--- config.mk ---
export PLATFORM = sky130hd
export DESIGN_NAME = drb_read_burst
export DESIGN_NICKNAME = d
export VERILOG_FILES = /design/src/logic/drb_pkg.sv /design/src/logic/drb_read_burst.sv
export SDC_FILE = /design/constraint.sdc
export NUM_CORES = 1
export LEC_CHECK = 0
export BUFFER_PORTS_ARGS = -buffer_cell sky130_fd_sc_hd__buf_2
export CORE_MARGIN = 4
export CORE_UTILIZATION = 45
export CTS_CLUSTER_DIAMETER = 80
export DETAILED_ROUTE_END_ITERATION = 16
export REMOVE_ABC_BUFFERS = 1
export SETUP_SLACK_MARGIN = 0.2
export SLEW_MARGIN = 10
export SYNTH_ARGS = -nofsm -noshare
export SYNTH_HDL_FRONTEND = slang
export SYNTH_SLANG_ARGS = --single-unit
--- constraint.sdc ---
create_clock -name clk -period 13.2 [get_ports clk]
set_input_delay 2.64 -clock clk [delete_from_list [all_inputs] [get_ports clk]]
set_output_delay 2.64 -clock clk [all_outputs]
set_load 0.005 [all_outputs]
--- src/logic/drb_pkg.sv ---
// Purpose: shared constants and the register-bus slave of the read-burst block
// Assumes: AXI4-Lite master keeps to one write and one read in flight
// Notes:   byte address bits [7:0] decode the register map
package drb_pkg;
	localparam int           PIPE_DEPTH  = 16;
	localparam int           ADDR_BITS   = 14;
	localparam int           AP_BIT      = 10;
	localparam int           BL_LSB      = 0;
	localparam int           CL_LSB      = 4;
	localparam int           AL_LSB      = 3;
	localparam logic [2:0]   BL_CODE4    = 3'h2;
	localparam logic [2:0]   BL_CODE8    = 3'h3;
	localparam logic [2:0]   CL_MIN      = 3'h3;
	localparam logic [2:0]   AL_MAX      = 3'h6;
	localparam logic [2:0]   CL_RESET    = 3'h3;
	localparam logic [2:0]   AL_RESET    = 3'h0;
	localparam logic         BL8_RESET   = 1'b0;
	localparam logic [3:0]   BEATS4      = 4'h4;
	localparam logic [3:0]   BEATS8      = 4'h8;
	localparam logic [3:0]   HALF4       = 4'h2;
	localparam logic [3:0]   HALF8       = 4'h4;
	localparam logic [7:0]   ADDR_CTRL   = 8'h00;
	localparam logic [7:0]   ADDR_MODE   = 8'h04;
	localparam logic [7:0]   ADDR_STATUS = 8'h08;
	localparam logic [7:0]   ADDR_RDCNT  = 8'h0c;
	localparam logic [7:0]   ADDR_SEED   = 8'h10;
	localparam logic         CTRL_RESET  = 1'b1;
	localparam logic [7:0]   SEED_RESET  = 8'h00;
	localparam logic [1:0]   RESP_OKAY   = 2'h0;
	localparam logic [1:0]   RESP_SLVERR = 2'h2;
	typedef enum logic [2:0] {DRB_NOP, DRB_ACT, DRB_READ, DRB_PRE, DRB_LOAD} drb_cmd_t;
endpackage

`timescale 1ns/1ps
module drb_axil_slave
	import drb_pkg::*;
(
	input  wire logic        clk,
	input  wire logic        srst,
	input  wire logic [7:0]  s_axi_awaddr,
	input  wire logic        s_axi_awvalid,
	output logic             s_axi_awready,
	input  wire logic [31:0] s_axi_wdata,
	input  wire logic [3:0]  s_axi_wstrb,
	input  wire logic        s_axi_wvalid,
	output logic             s_axi_wready,
	output logic [1:0]       s_axi_bresp,
	output logic             s_axi_bvalid,
	input  wire logic        s_axi_bready,
	input  wire logic [7:0]  s_axi_araddr,
	input  wire logic        s_axi_arvalid,
	output logic             s_axi_arready,
	output logic [31:0]      s_axi_rdata,
	output logic [1:0]       s_axi_rresp,
	output logic             s_axi_rvalid,
	input  wire logic        s_axi_rready,
	output logic             wrPulse,
	output logic [7:0]       wrAddr,
	output logic [31:0]      wrData,
	output logic [3:0]       wrStrb,
	input  wire logic        wrHit,
	output logic [7:0]       rdAddr,
	input  wire logic [31:0] rdData,
	input  wire logic        rdHit
);
	// readies are flops of their own; a held channel is simply one whose ready is low
	wire awHeld = !s_axi_awready;
	wire wHeld  = !s_axi_wready;
	wire arHeld = !s_axi_arready;
	wire wrGo   = awHeld && wHeld && !s_axi_bvalid;

	always_ff @(posedge clk) begin
		if (srst) begin
			s_axi_awready <= 1'b1;
			s_axi_wready  <= 1'b1;
			s_axi_arready <= 1'b1;
			wrPulse      <= 1'b0;
			wrAddr       <= 8'h00;
			wrData       <= 32'h0;
			wrStrb       <= 4'h0;
			rdAddr       <= 8'h00;
			s_axi_bvalid <= 1'b0;
			s_axi_bresp  <= RESP_OKAY;
			s_axi_rvalid <= 1'b0;
			s_axi_rresp  <= RESP_OKAY;
			s_axi_rdata  <= 32'h0;
		end else begin
			wrPulse <= wrGo && wrHit;
			if (s_axi_awvalid && !awHeld) begin
				s_axi_awready <= 1'b0;
				wrAddr <= s_axi_awaddr;
			end
			if (s_axi_wvalid && !wHeld) begin
				s_axi_wready <= 1'b0;
				wrData <= s_axi_wdata;
				wrStrb <= s_axi_wstrb;
			end
			if (wrGo) begin
				s_axi_bvalid <= 1'b1;
				s_axi_bresp  <= wrHit ? RESP_OKAY : RESP_SLVERR;
			end else if (s_axi_bvalid && s_axi_bready) begin
				s_axi_bvalid  <= 1'b0;
				s_axi_awready <= 1'b1;
				s_axi_wready  <= 1'b1;
			end
			if (s_axi_arvalid && !arHeld) begin
				s_axi_arready <= 1'b0;
				rdAddr <= s_axi_araddr;
			end else if (arHeld && !s_axi_rvalid) begin
				s_axi_rvalid <= 1'b1;
				s_axi_rdata  <= rdHit ? rdData : 32'h0;
				s_axi_rresp  <= rdHit ? RESP_OKAY : RESP_SLVERR;
			end else if (s_axi_rvalid && s_axi_rready) begin
				s_axi_rvalid  <= 1'b0;
				s_axi_arready <= 1'b1;
			end
		end
	end
endmodule

--- src/logic/drb_read_burst.sv ---
// Purpose: read path of a double-data-rate memory device behind its command pins
// Assumes: command pins settle at the falling edge of the command clock
// Notes:   data is a pattern from column, seed and beat, not a stored array
// Functional notes
// controller gives column, bank, autoprecharge per read
// autoprecharge closes row after burst, else open
// first data read_latency clocks after read
// latencies loaded by mode commands, used here
// later elements on every clock crossing
// strobe pair driven, preamble low/high first
// postamble low/high after final element
// outputs float once burst completes
// read half burst later concatenates seamlessly
// four-beat bursts never interrupted
// eight-beat burst truncated only by read
// truncating read exactly two clocks later
// only nop between truncated reads, no precharge
// truncated read must lack autoprecharge
// read data completes before any write burst
// precharge spacing: latency plus half burst
// precharge time from last prefetch edge
// no bank command within precharge period
// read to precharge minimum spacing formula
// controller rounds times up to clocks
// controller tracks rows and read cycles
//
// Design decisions made here: the AXI4-Lite slave port and the register addresses.
`timescale 1ns/1ps
module drb_read_burst
	import drb_pkg::*;
#(
	parameter int BANKS = 8
)(
	input  wire logic                 clk,
	input  wire logic                 srst,
	input  wire logic                 ckPin,
	input  wire logic                 csPin_n,
	input  wire logic                 rasPin_n,
	input  wire logic                 casPin_n,
	input  wire logic                 wePin_n,
	input  wire logic [2:0]           bankPin,
	input  wire logic [ADDR_BITS-1:0] addrPin,
	output logic [7:0]                dqOut,
	output logic                      dqOe,
	output logic                      dqsOut,
	output logic                      dqsNOut,
	output logic                      dqsOe,
	input  wire logic [7:0]           s_axi_awaddr,
	input  wire logic                 s_axi_awvalid,
	output logic                      s_axi_awready,
	input  wire logic [31:0]          s_axi_wdata,
	input  wire logic [3:0]           s_axi_wstrb,
	input  wire logic                 s_axi_wvalid,
	output logic                      s_axi_wready,
	output logic [1:0]                s_axi_bresp,
	output logic                      s_axi_bvalid,
	input  wire logic                 s_axi_bready,
	input  wire logic [7:0]           s_axi_araddr,
	input  wire logic                 s_axi_arvalid,
	output logic                      s_axi_arready,
	output logic [31:0]               s_axi_rdata,
	output logic [1:0]                s_axi_rresp,
	output logic                      s_axi_rvalid,
	input  wire logic                 s_axi_rready
);
	if (BANKS < 1 || BANKS > 8) begin : g_bad_banks
		$error("BANKS must lie in 1..8");
	end

	localparam int PW = 4 + 3 + ADDR_BITS;
	logic [PW-1:0] pinS1_reg;
	logic [PW-1:0] pinS2_reg;
	logic          ckS1_reg;
	logic          ckS2_reg;
	logic          ckS3_reg;
	logic          enable_reg;
	logic [7:0]    seed_reg;
	logic [2:0]    cl_reg;
	logic [2:0]    al_reg;
	logic          bl8_reg;
	logic [15:0]   rdCount_reg;
	logic [BANKS-1:0] rowOpen_reg;
	logic [3:0]    beatsLeft_reg;
	logic [7:0]    beatData_reg;
	logic          post_reg;
	logic [PIPE_DEPTH-1:0] pipeV_reg;
	logic [PIPE_DEPTH-1:0] pipeB8_reg;
	logic [7:0]    pipeD_reg [PIPE_DEPTH];
	logic          wrPulse;
	logic [7:0]    wrAddr;
	logic [31:0]   wrData;
	logic [3:0]    wrStrb;
	logic [7:0]    rdAddr;

	// only the second stage is looked at; the third is for the edge finder
	always_ff @(posedge clk) begin
		if (srst) begin
			ckS1_reg  <= 1'b0;
			ckS2_reg  <= 1'b0;
			ckS3_reg  <= 1'b0;
			pinS1_reg <= '1;
			pinS2_reg <= '1;
		end else begin
			ckS1_reg  <= ckPin;
			ckS2_reg  <= ckS1_reg;
			ckS3_reg  <= ckS2_reg;
			pinS1_reg <= {csPin_n, rasPin_n, casPin_n, wePin_n, bankPin, addrPin};
			pinS2_reg <= pinS1_reg;
		end
	end

	wire riseEv = ckS2_reg && !ckS3_reg;
	wire fallEv = !ckS2_reg && ckS3_reg;
	wire [3:0] cmdBits = pinS2_reg[PW-1 -: 4];
	wire [2:0] cmdBank = pinS2_reg[ADDR_BITS +: 3];
	wire [ADDR_BITS-1:0] cmdAddr = pinS2_reg[ADDR_BITS-1:0];
	drb_cmd_t cmdKind;
	always_comb begin
		case (cmdBits)
			4'b0011: cmdKind = DRB_ACT;
			4'b0101: cmdKind = DRB_READ;
			4'b0010: cmdKind = DRB_PRE;
			4'b0000: cmdKind = DRB_LOAD;
			default: cmdKind = DRB_NOP;
		endcase
	end
	wire cmdTake = riseEv && enable_reg;
	wire rdTake  = cmdTake && cmdKind == DRB_READ;
	wire apSel   = cmdAddr[AP_BIT];
	wire loadPri = cmdTake && cmdKind == DRB_LOAD && cmdBank == 3'h0;
	wire loadExt = cmdTake && cmdKind == DRB_LOAD && cmdBank == 3'h1;
	wire [2:0] newBl = cmdAddr[BL_LSB +: 3];
	wire [2:0] newCl = cmdAddr[CL_LSB +: 3];
	wire [2:0] newAl = cmdAddr[AL_LSB +: 3];
	wire [3:0] rl    = {1'b0, al_reg} + {1'b0, cl_reg};
	wire [3:0] half  = bl8_reg ? HALF8 : HALF4;
	wire [3:0] apDelay = {1'b0, al_reg} + half;
	wire [7:0] rdBase = cmdAddr[7:0] + seed_reg;

	// latencies come only from mode loads on the command pins
	always_ff @(posedge clk) begin
		if (srst) begin
			cl_reg  <= CL_RESET;
			al_reg  <= AL_RESET;
			bl8_reg <= BL8_RESET;
		end else begin
			if (loadPri && newCl >= CL_MIN) cl_reg <= newCl;
			if (loadPri && (newBl == BL_CODE4 || newBl == BL_CODE8))
				bl8_reg <= newBl == BL_CODE8;
			if (loadExt && newAl <= AL_MAX) al_reg <= newAl;
		end
	end

	// entry enters at slot rl-1 and reaches slot 0 one edge before its first beat
	for (genvar i = 0; i < PIPE_DEPTH; i++) begin : g_pipe
		wire ins = rdTake && rl == 4'(i + 1);
		if (i == PIPE_DEPTH - 1) begin : g_top
			always_ff @(posedge clk) begin
				if (srst) pipeV_reg[i] <= 1'b0;
				else if (riseEv) pipeV_reg[i] <= ins;
			end
		end else begin : g_mid
			always_ff @(posedge clk) begin
				if (srst) pipeV_reg[i] <= 1'b0;
				else if (riseEv) pipeV_reg[i] <= ins || pipeV_reg[i+1];
			end
		end
		always_ff @(posedge clk) begin
			if (riseEv && ins) begin
				pipeB8_reg[i] <= bl8_reg;
				pipeD_reg[i]  <= rdBase;
			end else if (riseEv && i < PIPE_DEPTH - 1) begin
				pipeB8_reg[i] <= pipeB8_reg[(i + 1) % PIPE_DEPTH];
				pipeD_reg[i]  <= pipeD_reg[(i + 1) % PIPE_DEPTH];
			end
		end
	end

	// per-bank open row and the autoprecharge countdown
	for (genvar b = 0; b < BANKS; b++) begin : g_bank
		logic [3:0] apCnt_reg;
		wire hit = cmdBank == 3'(b);
		always_ff @(posedge clk) begin
			if (srst) begin
				apCnt_reg      <= 4'h0;
				rowOpen_reg[b] <= 1'b0;
			end else if (riseEv) begin
				if (cmdTake && cmdKind == DRB_ACT && hit) rowOpen_reg[b] <= 1'b1;
				else if (cmdTake && cmdKind == DRB_PRE && (hit || apSel)) rowOpen_reg[b] <= 1'b0;
				else if (apCnt_reg == 4'h1) rowOpen_reg[b] <= 1'b0;
				if (rdTake && hit && apSel) apCnt_reg <= apDelay;
				else if (rdTake && hit) apCnt_reg <= 4'h0;
				else if (apCnt_reg != 4'h0) apCnt_reg <= apCnt_reg - 4'h1;
			end
		end

	end

	// a new burst at slot 0 overrides what is left: concatenation and truncation
	wire startBurst = riseEv && pipeV_reg[0];
	always_ff @(posedge clk) begin
		if (srst) begin
			dqOut         <= 8'h00;
			dqOe          <= 1'b0;
			dqsOut        <= 1'b0;
			dqsNOut       <= 1'b1;
			dqsOe         <= 1'b0;
			beatsLeft_reg <= 4'h0;
			beatData_reg  <= 8'h00;
			post_reg      <= 1'b0;
		end else if (startBurst) begin
			dqOut         <= pipeD_reg[0];
			dqOe          <= 1'b1;
			dqsOut        <= 1'b1;
			dqsNOut       <= 1'b0;
			dqsOe         <= 1'b1;
			beatsLeft_reg <= (pipeB8_reg[0] ? BEATS8 : BEATS4) - 4'h1;
			beatData_reg  <= pipeD_reg[0] + 8'h01;
			post_reg      <= 1'b0;
		end else if ((riseEv || fallEv) && beatsLeft_reg != 4'h0) begin
			dqOut         <= beatData_reg;
			dqsOut        <= riseEv;
			dqsNOut       <= !riseEv;
			beatsLeft_reg <= beatsLeft_reg - 4'h1;
			beatData_reg  <= beatData_reg + 8'h01;
		end else if (riseEv && dqOe) begin
			dqOe          <= 1'b0;
			dqsOut        <= 1'b0;
			dqsNOut       <= 1'b1;
			post_reg      <= 1'b1;
		end else if (riseEv && pipeV_reg[1]) begin
			dqsOe         <= 1'b1;
			dqsOut        <= 1'b0;
			dqsNOut       <= 1'b1;
		end else if (fallEv && post_reg) begin
			post_reg      <= 1'b0;
			if (!pipeV_reg[0]) dqsOe <= 1'b0;      // a waiting burst keeps it as preamble
		end
	end

	always_ff @(posedge clk) begin
		if (srst) rdCount_reg <= 16'h0;
		else if (rdTake) rdCount_reg <= rdCount_reg + 16'h1;
	end

	// register map
	wire wrHit = wrAddr == ADDR_CTRL || wrAddr == ADDR_SEED;
	wire rdHit = rdAddr == ADDR_CTRL || rdAddr == ADDR_SEED || rdAddr == ADDR_MODE
		|| rdAddr == ADDR_STATUS || rdAddr == ADDR_RDCNT;
	wire [31:0] modeWord = {24'h0, bl8_reg, al_reg, 1'b0, cl_reg};
	wire [31:0] statWord = {15'h0, (beatsLeft_reg != 4'h0), 8'h0, 8'(rowOpen_reg)};
	wire [31:0] rdData = rdAddr == ADDR_CTRL ? {31'h0, enable_reg}
		: rdAddr == ADDR_SEED ? {24'h0, seed_reg}
		: rdAddr == ADDR_MODE ? modeWord
		: rdAddr == ADDR_STATUS ? statWord
		: {16'h0, rdCount_reg};
	always_ff @(posedge clk) begin
		if (srst) begin
			enable_reg <= CTRL_RESET;
			seed_reg   <= SEED_RESET;
		end else if (wrPulse && wrStrb[0]) begin
			if (wrAddr == ADDR_CTRL) enable_reg <= wrData[0];
			if (wrAddr == ADDR_SEED) seed_reg <= wrData[7:0];
		end
	end

	drb_axil_slave u_bus (
		.clk           (clk),
		.srst          (srst),
		.s_axi_awaddr  (s_axi_awaddr),
		.s_axi_awvalid (s_axi_awvalid),
		.s_axi_awready (s_axi_awready),
		.s_axi_wdata   (s_axi_wdata),
		.s_axi_wstrb   (s_axi_wstrb),
		.s_axi_wvalid  (s_axi_wvalid),
		.s_axi_wready  (s_axi_wready),
		.s_axi_bresp   (s_axi_bresp),
		.s_axi_bvalid  (s_axi_bvalid),
		.s_axi_bready  (s_axi_bready),
		.s_axi_araddr  (s_axi_araddr),
		.s_axi_arvalid (s_axi_arvalid),
		.s_axi_arready (s_axi_arready),
		.s_axi_rdata   (s_axi_rdata),
		.s_axi_rresp   (s_axi_rresp),
		.s_axi_rvalid  (s_axi_rvalid),
		.s_axi_rready  (s_axi_rready),
		.wrPulse       (wrPulse),
		.wrAddr        (wrAddr),
		.wrData        (wrData),
		.wrStrb        (wrStrb),
		.wrHit         (wrHit),
		.rdAddr        (rdAddr),
		.rdData        (rdData),
		.rdHit         (rdHit)
	);
endmodule

* Word-level counts from Yosys, hierarchy flattened
Memories as Yosys holds them, arrays and structs flattened.
Index checks and enable logic that the tools add are counted.
** Word-level totals
- Memories kept :: 1
- Register bits after elaboration :: 241
- RAM bits :: 128
- Bits of input ports :: 81
- Logic and storage cells :: 577
** Cells by class
- Magnitude comparators :: 2
- Eq/ne operators :: 49
- Add/subtract/negate cells :: 16
- Mux-type cells :: 205
- Reduce and logical (&&, ||, !) cells :: 207
- Bitwise logic cells :: 17
** Memories
- pipeD_reg :: words 16, width 8, rd ports 16, clocked after memory_dff 0, write ports 16, RTL line drb_read_burst.sv:88 : logic [7:0] pipeD_reg [PIPE_DEPTH];
** Operators by type and width (number)
- 2-to-1 mux 8 bit :: 19
- 2-to-1 mux 1 bit :: 150
- 2-to-1 mux 4 bit :: 27
- logical AND 1 bit :: 91
- 2-to-1 mux 17 bit :: 5
- nonzero test 3 bit :: 17
- AND reduction 2 bit :: 22
- nonzero test 2 bit :: 21
- nonzero test 4 bit :: 10
- subtractor 4 x 1 -> 4 bit (second input constant) :: 10
- == test 4 x 1 -> 1 bit (second input constant) :: 9
- == test 4 bit (second input constant) :: 8
- logical OR 1 bit :: 30
- == test 4 x 3 -> 1 bit (second input constant) :: 5
- == test 3 x 2 -> 1 bit (second input constant) :: 6
- adder 16 x 1 -> 16 bit (second input constant) :: 1
- adder 8 x 1 -> 8 bit (second input constant) :: 2
- == test 4 x 2 -> 1 bit (second input constant) :: 4
- == test 8 x 4 -> 1 bit (second input constant) :: 2
- == test 8 x 5 -> 1 bit (second input constant) :: 2
- zero test 8 bit :: 2
- == test 3 bit (second input constant) :: 5
- bitwise OR 1 bit :: 15
- one-hot mux 3 bit (4 select lines) :: 1
- other kinds (18) :: 32

* Longest topological paths before layout
Gate-level depths: netlist of run 1.
- Depth in word-level cells :: 9
- Mapped depth :: 12
- Depth with buffers taken out :: 10

* Hierarchy
A second synthesis of run 1 with hierarchy kept.
** Second synthesis, totals
- Cells, all modules :: 1708
- Area, all modules :: 17986.0 sq um
** By module, submodules not included
- drb_read_burst :: cells each 1290, area an instance 14039.7 sq um, times used 1
- drb_axil_slave :: cells each 418, area an instance 3946.3 sq um, times used 1

* Least setup slack after synthesis of run 1
OpenSTA, ideal clock, no wires.
- Path type :: register to register
- Start point :: register ckS3_reg
- End point :: memory pipeD_reg[3][5] (netlist: pipeD_reg[0][29]), data pin
- Period minus slack after synthesis :: 5.841 ns
- Path slack :: 7.359 ns
- Data required time :: 12.940 ns
- Arrival time :: 5.581 ns
- Stages on the path, launching flop included :: 9
- Buffers on the path :: 2
- Cells stage by stage :: dfxtp_1 -> inv_1 -> ha_1 -> buf_4 -> nand2_1 -> or4_1 -> clkbuf_1 -> o21ai_4 -> mux2_2
** RTL lines
- from (decl) :: RTL line drb_read_burst.sv:75 : logic ckS3_reg;
- from (signal assigned) :: RTL line drb_read_burst.sv:106 : ckS3_reg <= ckS2_reg;
- to (decl) :: RTL line drb_read_burst.sv:88

==> results of run 1 <==
-- critical path, stage by stage --
cell and delay [ns]:
buf_6 0.60, buf_4 0.76, nand3b_1 0.32, o22ai_1 0.11
-- through the flow --
| stage | total power, µW | instance area [µm²] | hold WS [ns] | util | worst slack, ns |
|---|---|---|---|---|---|
| 2_1_floorplan | 1246 | 15240 | 0.3895 | - | 4.423 |
| 3_3_place_gp | 1284 | 16360 | 0.3939 | 0.4759 | 8.447 |
| 3_5_place_dp | 1288 | 16360 | 0.3932 | 0.4759 | 8.476 |
| 4_1_cts | 2384 | 17650 | 0.4068 | 0.5135 | 9.025 |
| 5_1_grt | 2445 | 17650 | 0.4171 | 0.5136 | 8.825 |
| 6_report | 2354 | 17650 | 0.4059 | 0.5136 | 9.016 |
-- worst max-delay path by stage --
| stage | startpoint | to |
|---|---|---|
| after floorplan | ckS3_reg$_SDFF_PP0_ | beatData_reg[7]$_SDFFE_PP0P_ |
| after global placement | srst | g_bank[1].apCnt_reg[0]$_SDFFE_PP0P_ |
| after detailed placement | srst | g_bank[1].apCnt_reg[0]$_SDFFE_PP0P_ |
| after CTS | srst | g_bank[2].apCnt_reg[0]$_SDFFE_PP0P_ |
| after global routing | srst | g_bank[7].apCnt_reg[0]$_SDFFE_PP0P_ |
| final | srst | g_bank[4].apCnt_reg[0]$_SDFFE_PP0P_ |
-- placed cells by master (no fill, tap or decap), drive strengths merged, types with 9 or more instances in the layout --
master	n
clkbuf	49
a211oi	18
a311oi	9
nor2	156
nand3	33
and2	10
a22o	11
buf	98
inv	46
xor2	17
conb	17
or2	36
xnor2	10
ha	39
a21oi	105
a22oi	19
edfxtp	144
nand2	130
nand4	11
a2bb2oi	9
and3	21
a32o	11
a31oi	18
nor3	51
o21ai	96
o31ai	16
mux2i	22
dfxtp	198
mux2	90
o22ai	10
clkinv	13
-- where the power goes --
group | leakage [µW] | switching (µW) | internal (µW)
combinational | 0.00285 | 71.5 | 46.8
sequential | 0.00285 | 15.7 | 1130
clock | 0.000630 | 424 | 666
total | 0.00633 | 511 | 1840
-- cells by family (layout without fill, tap and decap cells) --
group | count (synthesis) | count (layout)
AOI/OAI and AO/OA | 340 | 340
DFF | 342 | 342
and+or+nand+nor | 517 | 517
muxes | 112 | 112
adders and majority gates | 42 | 42
other | 1 | 17
buffers and inverters | 146 | 213
xor gates and xnor gates | 27 | 27
-- metal layers --
metal | track usage | wire [µm]
met4 | 0.05000 | 743
met5 | 0 | 0
met3 | 0.03224 | 1454
met1 | 0.2338 | 15580
met2 | 0.2836 | 15460
-- area by class of cell --
class,count,area share
clock buffers,49,0.05982
clock inverters,21,0.01347
inverters,45,0.009568
multi-input cells,1055,0.3853
flip-flops and latches,342,0.4695
well taps,455,0.03225
repair buffers,98,0.03012
-- synthesized netlist by cell type (5+ instances only) --
cell	number	area (µm²)
or2_2	34	212.7
a311oi_1	9	78.83
and3_1	21	131.4
or4_1	7	52.55
nor3_1	50	250.2
o21ai_2	10	87.58
o31ai_1	16	120.1
xor2_1	17	148.9
a31oi_1	18	112.6
ha_1	39	488.0
nand2_1	130	488.0
nor3b_1	6	45.04
nor4_1	6	37.54
nand4_1	11	68.82
a21oi_1	105	525.5
and3b_1	5	43.79
o22ai_1	10	62.56
o21ai_1	20	100.1
mux2_1	53	596.8
dfxtp_1	198	3964
buf_4	19	142.6
or3_1	6	37.54
o21ai_0	64	320.3
nor2_1	156	585.6
clkbuf_1	74	277.8
edfxtp_1	144	4324
a32o_1	11	110.1
nor2b_1	6	37.54
a2bb2oi_1	9	78.83
a22o_1	11	96.34
mux2i_1	21	210.2
inv_2	10	37.54
and4_1	7	61.31
and2_1	9	56.30
a22oi_1	19	142.6
mux2_2	37	416.7
inv_1	35	131.4
nand3_1	33	165.2
xnor2_1	10	87.58
buf_1	5	18.77
a211oi_1	18	135.1
==> summary.md, run 1 <==
| Metric | Value |
|---|---|
| CTS Buffer Depth | 3 |
| CP Max Fanout | 125 |
| Worst Hold End | pinS2_reg[2]$_SDFF_PP1_ |
| XOR/XNOR Fraction of Synth Area | 0.01512 |
| CTS Hold Bufs | 0 |
| 1st-pass router iterations | 6 |
| RSZ-0062 raised after global routing | false |
| Die area | 37,790 µm² |
| Hold crit path type | reg -> reg |
| Slew Limit Headroom | 0.1363 |
| Post-CTS Setup Bufs | 0 |
| Initial antenna violation count | 0 |
| Min-delay src | pinS1_reg[2]$_SDFF_PP1_ |
| Synth unique cells | 71 |
| Flop-to-flop setup slack | 9.24 ns |
| Max reg flops | 128 |
| Mean Syn Cell Area | 10.24 µm² |
| Fill count | 3,154 |
| Port buffer count | 84 |
| Setup violators final | 0 |
| Vias | 11,240 |
| Overflow after GRT | 0 |
| Final wirelength | 33,250 µm |
| Crit share post-route | 0.3170 |
| Post-DP HPWL | 22,360 µm |
| Nets | 1,704 |
| Final setup TNS | 0 ns |
| Hold depth | 1 |
| Post-synthesis compound-gate area fraction | 0.1372 |
| Final GP Congestion | 0.8708 |
| Max Cap Viol | 0 |
| Worst Setup End Kind | register |
| Ys Warns | 0 |
| DRC | 0 |
| Post-placement cell count | 1,995 |
| Endpoints failing hold | 0 |
| Gr usage total | 0.1723 |
| First-pass GRT wire length | 55,460 µm |
| Post-synth top flop | dfxtp_1 |
| Status | complete, no violations |
| Diodes inserted | 0 |
| LEAKAGE | 0.006325 µW |
| Fmax | 0.2390 GHz |
| Initial Util | 0.4549 |
| Area growth syn-to-layout | 12.91% |
| DR WL/cell | 16.10 µm |
| Final cell count without fillers | 2,065 |
| Detailed Route Iter0 Violations | 707 |
| Pins Over Slew Limit | 0 |
| Largest net degree at the start of global routing | 126 |
| Seq/Total Area, Yosys | 0.5300 |
| Layout cells sized above 1 | 0.1602 |
| Cell row count | 68 |
| Final Critical Period | 4.184 ns |
| Register area | 8288 µm² |
| FF-to-FF End | pipeD_reg[0][11]$_DFFE_PP_ |
| Total clock sinks | 342 |
| I/O pin count | 134 |
| Synth Register Bits | 342 |
| Max VDD drop | 0.07364 mV |
| Vias in the first global route | 10,980 |
| Num CTS Buffers | 39 |
| CTS Root Cell | clkbuf_16 |
| Async SR Flop Fraction | 0 |
| TritonCTS clock tree | done |
| Required time worst endpoint | 13.57 ns |
| Die Wd | 194.4 µm |
| Post-CTS Resized | 0 |
| Crit path launch type | primary input |
| Cells after synthesis | 1,527 |
| Arr. time, crit path | 4.55 ns |
| Simple-Gate Fraction of Synth Area | 0.1630 |
| Worst-Margin Slew | 1.284 ns |
| H-Tree Depth | 2 |
| Mux cell area share after synthesis | 0.07914 |
| Worst-skew pair later-pin latency | 0.52 ns |
| Vias per inst | 5.441 |
| Adder-Cell Fraction of Synth Area | 0.03505 |
| Die Height | 194.4 µm |
| Area of the multi-input gates | 6803 µm² |
| Largest family of logic cells by synthesized area | simple AND/OR/NAND/NOR gates |
| Clock skew | 0.01839 ns |
| Synthesized area | 15,640 µm² |
| FF-to-FF path depth | 5 |
| PD cells | 133.4 nW/µm² |
| Antenna viol nets, final | 0 |
| CORE AREA | 34,370 µm² |
| Kind of critical path | in -> reg |
| Worst r2r src | ckS2_reg$_SDFF_PP0_ |
| CTS clk-pin slew, worst paths | 0.06 ns |
| Post-synth EDFFs | 144 |
No activity file was read; power rests on OpenSTA's default activity.
==> run 2, diff against run 1 <==
PLACE_DENSITY = 0.65   (was unset)
clock period = 3.75 ns   (was 13.2 ns; I/O delays follow)
==> run 2 against run 1 <==
Via count up 0.98%. Register-to-register slack worse by 8.7 ns. Critical endpoint is now pipeD_reg[1][48]$_DFFE_PP_. Hold slack worse by 0.0092 ns. Highest routed layer unchanged.
==> summary.md, run 2 (synthesis gave the netlist of run 1 again) <==
| Metric | Value |
|---|---|
| Total clock sinks | 342 |
| Total power draw | 7914 µW |
| Hold depth | 1 |
| Die Height | 194.4 µm |
| Post-CTS Resized | 0 |
| CTS Hold Bufs | 0 |
| CP max stage delay | 0.77 ns |
| RSZ-0062 raised after global routing | false |
| Die area | 37,790 µm² |
| Pins Over Slew Limit | 0 |
| Cell row count | 68 |
| DRC | 0 |
| Most frequent cells in the layout | dfxtp_1 (198), nor2_1 (156), edfxtp_1 (144), nand2_1 (130), a21oi_1 (105) |
| Area growth syn-to-layout | 12.57% |
| Layout cells sized above 1 | 0.1603 |
| Largest net degree at the start of global routing | 88 |
| FF-to-FF path depth | 6 |
| First-pass GRT wire length | 54,300 µm |
| Flop-to-flop setup slack | 0.58 ns |
| I/O pin count | 134 |
| CTS clk-pin slew, worst paths | 0.06 ns |
| Post-DP HPWL | 22,180 µm |
| PD cells | 449.6 nW/µm² |
| CP Max Fanout | 21 |
| Sw frac | 0.2202 |
| Top sig layer | met4 |
| Final GP Congestion | 0.8403 |
| Arr. time, crit path | 3.43 ns |
| Kind of critical path | reg -> reg |
| Fmax | 0.3159 GHz |
| Antenna viol nets, final | 0 |
| Overflow after GRT | 0 |
| Num CTS Buffers | 38 |
| Detailed Route Iter0 Violations | 765 |
| H-Tree Depth | 2 |
| Post-CTS Setup Bufs | 0 |
| Commonest non-fill, non-tap cell in the layout | dfxtp_1 |
| Initial Util | 0.4549 |
| Gr usage total | 0.1684 |
| Critical path's slowest cell | o21ai_1 |
| Final setup TNS | 0 ns |
| Max Cap Viol | 0 |
| Endpoints failing hold | 0 |
| Final Critical Period | 3.166 ns |
| Worst r2r src | ckS3_reg$_SDFF_PP0_ |
| LEAKAGE | 0.006305 µW |
| Setup violators final | 0 |
| Fill count | 3,128 |
| Worst-Margin Slew | 1.170 ns |
| Switching pwr | 1743 µW |
| Crit share post-route | 0.8442 |
| CP top delay family | simple AND/OR/NAND/NOR gates |
| Hold crit path type | reg -> reg |
| Critical Path, Cell by Cell | inv_1 > ha_4 > and2_1 > nand4_1 > o21ai_1 > mux2_2 |
| FF-to-FF End | pipeD_reg[1][48]$_DFFE_PP_ |
| Worst-skew pair later-pin latency | 0.52 ns |
| Internal power | 6172 µW |
| Buf/Inv on CP | 1 |
| CORE AREA | 34,370 µm² |
| Util after Layout | 0.5121 |
| Max reg flops | 128 |
| Register share of total power | 0.510 |
| TritonCTS clock tree | done |
| Max VDD drop | 0.3288 mV |
| CTS Buffer Depth | 3 |
| Worst Hold End | pinS2_reg[14]$_SDFF_PP1_ |
| Initial antenna violation count | 1 |
| Worst Setup End Kind | register |
| Comb pwr share | 0.053 |
| 1st-pass router iterations | 6 |
| Vias per inst | 5.478 |
| Port buffer count | 84 |
| CTS Root Cell | clkbuf_16 |
| Met2 WL | 15,080 µm |
| Met1 wire length | 14,780 µm |
| Slew Limit Headroom | 0.2131 |
| Die Wd | 194.4 µm |
| Clock skew | 0.01471 ns |
| Wire length on met3 | 1950 µm |
| Crit path launch type | register |
| Min-delay src | pinS1_reg[14]$_SDFF_PP1_ |
| Clk network pwr share | 0.437 |
| Vias | 11,350 |
| Nets | 1,712 |
| DR WL/cell | 15.66 µm |
| Vias in the first global route | 10,710 |
| Required time worst endpoint | 4.02 ns |
| Final wirelength | 32,440 µm |
| Diodes inserted | 0 |
| Status | complete, no violations |
==> run 2: routing by layer <==
layer / vias up / GRT usage
li1: 5634 / -
met1: 5332 / 0.2324
met2: 325 / 0.2759
met3: 54 / 0.03068
met4: 0 / 0.04401
met5: - / 0
==> run 2: worst max-delay path by stage <==
stage	startpoint	endpoint	slack [ns]	depth (start not counted)
floorplan	ckS3_reg$_SDFF_PP0_	beatData_reg[7]$_SDFFE_PP0P_	-5.03	7
global placement	ckS3_reg$_SDFF_PP0_	pipeD_reg[0][5]$_DFFE_PP_	0.67	6
detailed placement	ckS3_reg$_SDFF_PP0_	pipeD_reg[1][48]$_DFFE_PP_	0.61	6
CTS	ckS3_reg$_SDFF_PP0_	pipeD_reg[1][48]$_DFFE_PP_	0.62	6
global route	ckS3_reg$_SDFF_PP0_	pipeD_reg[0][38]$_DFFE_PP_	0.41	6
finish	ckS3_reg$_SDFF_PP0_	pipeD_reg[1][48]$_DFFE_PP_	0.58	6
==> run 2: stage by stage <==
stage	cells	setup slack (ns)	instance area, µm²	hold WS [ns]
finish	2071	0.5844	17600	0.3968
floorplan	1442	-5.027	15240	0.3895
CTS	2071	0.6178	17600	0.3929
detailed placement	2004	0.6109	16440	0.3923
global placement	2004	0.6686	16440	0.3924
global route	2071	0.4133	17600	0.3894
==> run 2: final cells by class <==
| cell class | instances | area [µm²] | share of cell area |
|---|---|---|---|
| clock buffers | 60 | 1104 | 0.06270 |
| clock inverters | 7 | 56.30 | 0.003199 |
| inverters | 45 | 168.9 | 0.009596 |
| multi-input cells | 1055 | 6792 | 0.3858 |
| flip-flops and latches | 342 | 8288 | 0.4709 |
| well taps | 455 | 569.3 | 0.03234 |
| repair buffers | 107 | 624.3 | 0.03547 |
==> run 2: worst reg2reg max path: stages (launching register included) <==
cell and delay (ns):
dfxtp_1 0.31, inv_1 0.09, ha_4 0.31, and2_1 0.62
nand4_1 0.39, o21ai_1 0.77, mux2_2 0.42
==> run 2: power groups by stage <==
stage                     logic (µW)  clock network [µW]  registers, µW
after floorplan                  278                   0           4110
after global placement           407                   0           4110
after detailed placement         423                   0           4120
after CTS                        424                3550           4040
after global routing             474                3720           4040
final                            419                3460           4040
==> run 3, diff against run 2 <==
ABC_AREA = 1   (was unset)
clock period = 2.9 ns   (was 3.75 ns; I/O delays follow)
==> run 3 against run 2 <==
Hold slack got worse by 0.15 ns. Critical path type unchanged. Combinational power rose by 50%. Critical endpoint is now pipeD_reg[0][15]$_DFFE_PP_. Critical path depth rose by 4. Largest cell class unchanged.
==> summary.md, run 3 <==
| Metric | Value |
|---|---|
| Vias in the first global route | 11,840 |
| Total clock sinks | 342 |
| Arr. time, crit path | 2.78 ns |
| Total power draw | 10,880 µW |
| Num CTS Buffers | 37 |
| Die Height | 194.8 µm |
| Fill count | 3,149 |
| LEAKAGE | 0.007748 µW |
| Mean Syn Cell Area | 8.171 µm² |
| Layout cells sized above 1 | 0.1235 |
| Crit share post-route | 0.8673 |
| Final Critical Period | 2.515 ns |
| Register share of total power | 0.482 |
| Most frequent cells in the layout | nand2_1 (579), nor2_1 (219), dfxtp_1 (198), inv_1 (162), edfxtp_1 (144) |
| Sw frac | 0.2162 |
| Port buffer count | 84 |
| Worst Setup End Kind | register |
| Status | complete, no violations |
| Overflow after GRT | 0 |
| Final GP Congestion | 0.8758 |
| Vias per inst | 4.969 |
| H-Tree Depth | 2 |
| Synth Register Bits | 342 |
| Internal power | 8524 µW |
| Post-synth EDFFs | 144 |
| TritonCTS clock tree | done |
| Count leader, synth | nand2_1 |
| Cell row count | 68 |
| Comb pwr share | 0.058 |
| Slew Limit Headroom | 0.4324 |
| Gr usage total | 0.1747 |
| Kind of critical path | reg -> reg |
| Cells after synthesis | 1,922 |
| Share of Yosys cell area claimed by the top area cell type | 0.2754 |
| Area growth syn-to-layout | 14.13% |
| RSZ-0062 raised after global routing | false |
| Ys Warns | 0 |
| Final wirelength | 33,810 µm |
| DR WL/cell | 13.55 µm |
| Clk network pwr share | 0.461 |
| CORE AREA | 34,460 µm² |
| Crit path launch type | register |
| Initial Util | 0.4557 |
| Worst-Margin Slew | 0.8514 ns |
| 1st-pass router iterations | 5 |
| Leading area contributor after synthesis | edfxtp_1 |
| Max VDD drop | 0.3331 mV |
| Synthesized area | 15,700 µm² |
| Max reg flops | 128 |
| Detailed Route Iter0 Violations | 919 |
| Initial antenna violation count | 1 |
| CTS clk-pin slew, worst paths | 0.06 ns |
| Synth top area cells | edfxtp_1 (28%), dfxtp_1 (25%), nand2_1 (14%) |
| Synth top cells by count | nand2_1 (580), nor2_1 (221), dfxtp_1 (198) |
| DRC | 0 |
| Commonest non-fill, non-tap cell in the layout | nand2_1 |
| Switching pwr | 2352 µW |
| Pins Over Slew Limit | 0 |
| CTS Buffer Depth | 3 |
| Nets | 2,135 |
| Largest net degree at the start of global routing | 158 |
| Hold crit path type | in -> reg |
| Post-CTS Setup Bufs | 0 |
| Setup violators final | 0 |
| Fmax | 0.3976 GHz |
| Max Cap Viol | 0 |
| Required time worst endpoint | 3.16 ns |
| Die Wd | 194.8 µm |
| CP Max Fanout | 11 |
| Synth unique cells | 45 |
| Post-synth top flop | dfxtp_1 |
| Worst-skew pair later-pin latency | 0.52 ns |
| Antenna viol nets, final | 0 |
| CTS Hold Bufs | 0 |
| Clock skew | 0.01623 ns |
| Post-DP HPWL | 22,990 µm |
| I/O pin count | 134 |
| Endpoints failing hold | 0 |
| CTS Root Cell | clkbuf_16 |
| First-pass GRT wire length | 56,700 µm |
| Die area | 37,950 µm² |
| Seq/Total Area, Yosys | 0.5278 |
| Worst slack on hold paths | 0.2499 ns |
| Async SR Flop Fraction | 0 |
| Vias | 12,400 |
| PD cells | 606.8 nW/µm² |
| Diodes inserted | 0 |
[run 3: changes by cell type after synthesis, moves of 21 or more]
| cell | change |
|---|---|
| nand2_1 | +450 |
| inv_1 | +128 |
| o21ai_0 | +73 |
| nor2_1 | +65 |
| mux2_1 | -53 |
| clkbuf_1 | -41 |
| mux2_2 | -37 |
| nor3_1 | -29 |
| and3_1 | -21 |
| mux2i_1 | -21 |
[run 3: per-layer routing]
layer	routed length, µm	global-route usage	share of wire	up-vias
li1	-	-	-	6390
met1	16230	0.2440	0.48	5687
met2	15230	0.2848	0.45	267
met3	1654	0.02791	0.049	53
met4	689	0.04681	0.020	0
met5	0	0	0	-
[run 3: power groups by stage]
stage	combinational, µW	sequential [µW]	clock, µW
floorplan	424	5330	0
global placement	610	5340	0
detailed placement	629	5340	0
CTS	632	5240	5130
global route	727	5250	5340
finish	627	5240	5010
[run 3: logic make-up after synthesis]
group	count (synthesis)	synth area share
DFF	342	0.5278
buffers and inverters	258	0.06772
AOI/OAI and AO/OA	296	0.1037
other	1	0.0002388
and+or+nand+nor	958	0.2513
adders and majority gates	42	0.03490
xor gates and xnor gates	25	0.01442
[run 3: what timing repair did]
action | CTS | global route
gates resized for setup | 1 | 3
endpoints found under the setup margin | 7 | 22
cloned | 0 | 0
pin swaps | 0 | 0
[run 3: critical path: stages (launching register included)]
cell and delay (ns):
dfxtp_1 0.37, ha_1 0.21, fa_1 0.47, inv_1 0.17
nor2_1 0.06, nand2_1 0.07, inv_2 0.08, a21oi_2 0.42
inv_1 0.24, nand2_1 0.12, nand2_1 0.06
[run 3: final cells by class]
class | count | area (µm²) | share of cell area
Tap cell | 455 | 569.3 | 0.03176
Multi-Input combinational cell | 1338 | 6436 | 0.3591
Timing Repair Buffer | 106 | 610.6 | 0.03407
Inverter | 187 | 701.9 | 0.03917
Sequential cell | 342 | 8288 | 0.4624
Clock buffer | 55 | 1129 | 0.06297
Clock inverter | 12 | 187.7 | 0.01047
[run 3: final timing paths]
kind / start / to / slack [ns] / cells after the start
hold reg to reg: pinS1_reg[6]$_SDFF_PP1_ / pinS2_reg[6]$_SDFF_PP1_ / 0.41 / 1
hold / removal: addrPin[10] / pinS1_reg[10]$_SDFF_PP1_ / 0.25 / 2
setup reg to reg: al_reg[0]$_SDFFE_PP0P_ / pipeD_reg[0][15]$_DFFE_PP_ / 0.38 / 10
setup / recovery: al_reg[0]$_SDFFE_PP0P_ / pipeD_reg[0][15]$_DFFE_PP_ / 0.38 / 10
[run 3: metrics by stage]
step                      TNS (ns)  area (µm²)  setup slack [ns]  instances    util
after floorplan           -1147.45       15400            -4.898       1867       -
after global placement           0       16590            0.1676       2428  0.4816
after detailed placement         0       16590            0.1128       2428  0.4816
after CTS                        0       17910            0.2231       2495  0.5199
after global routing             0       17920            0.2071       2495  0.5201
final                            0       17920            0.3847       2495  0.5201
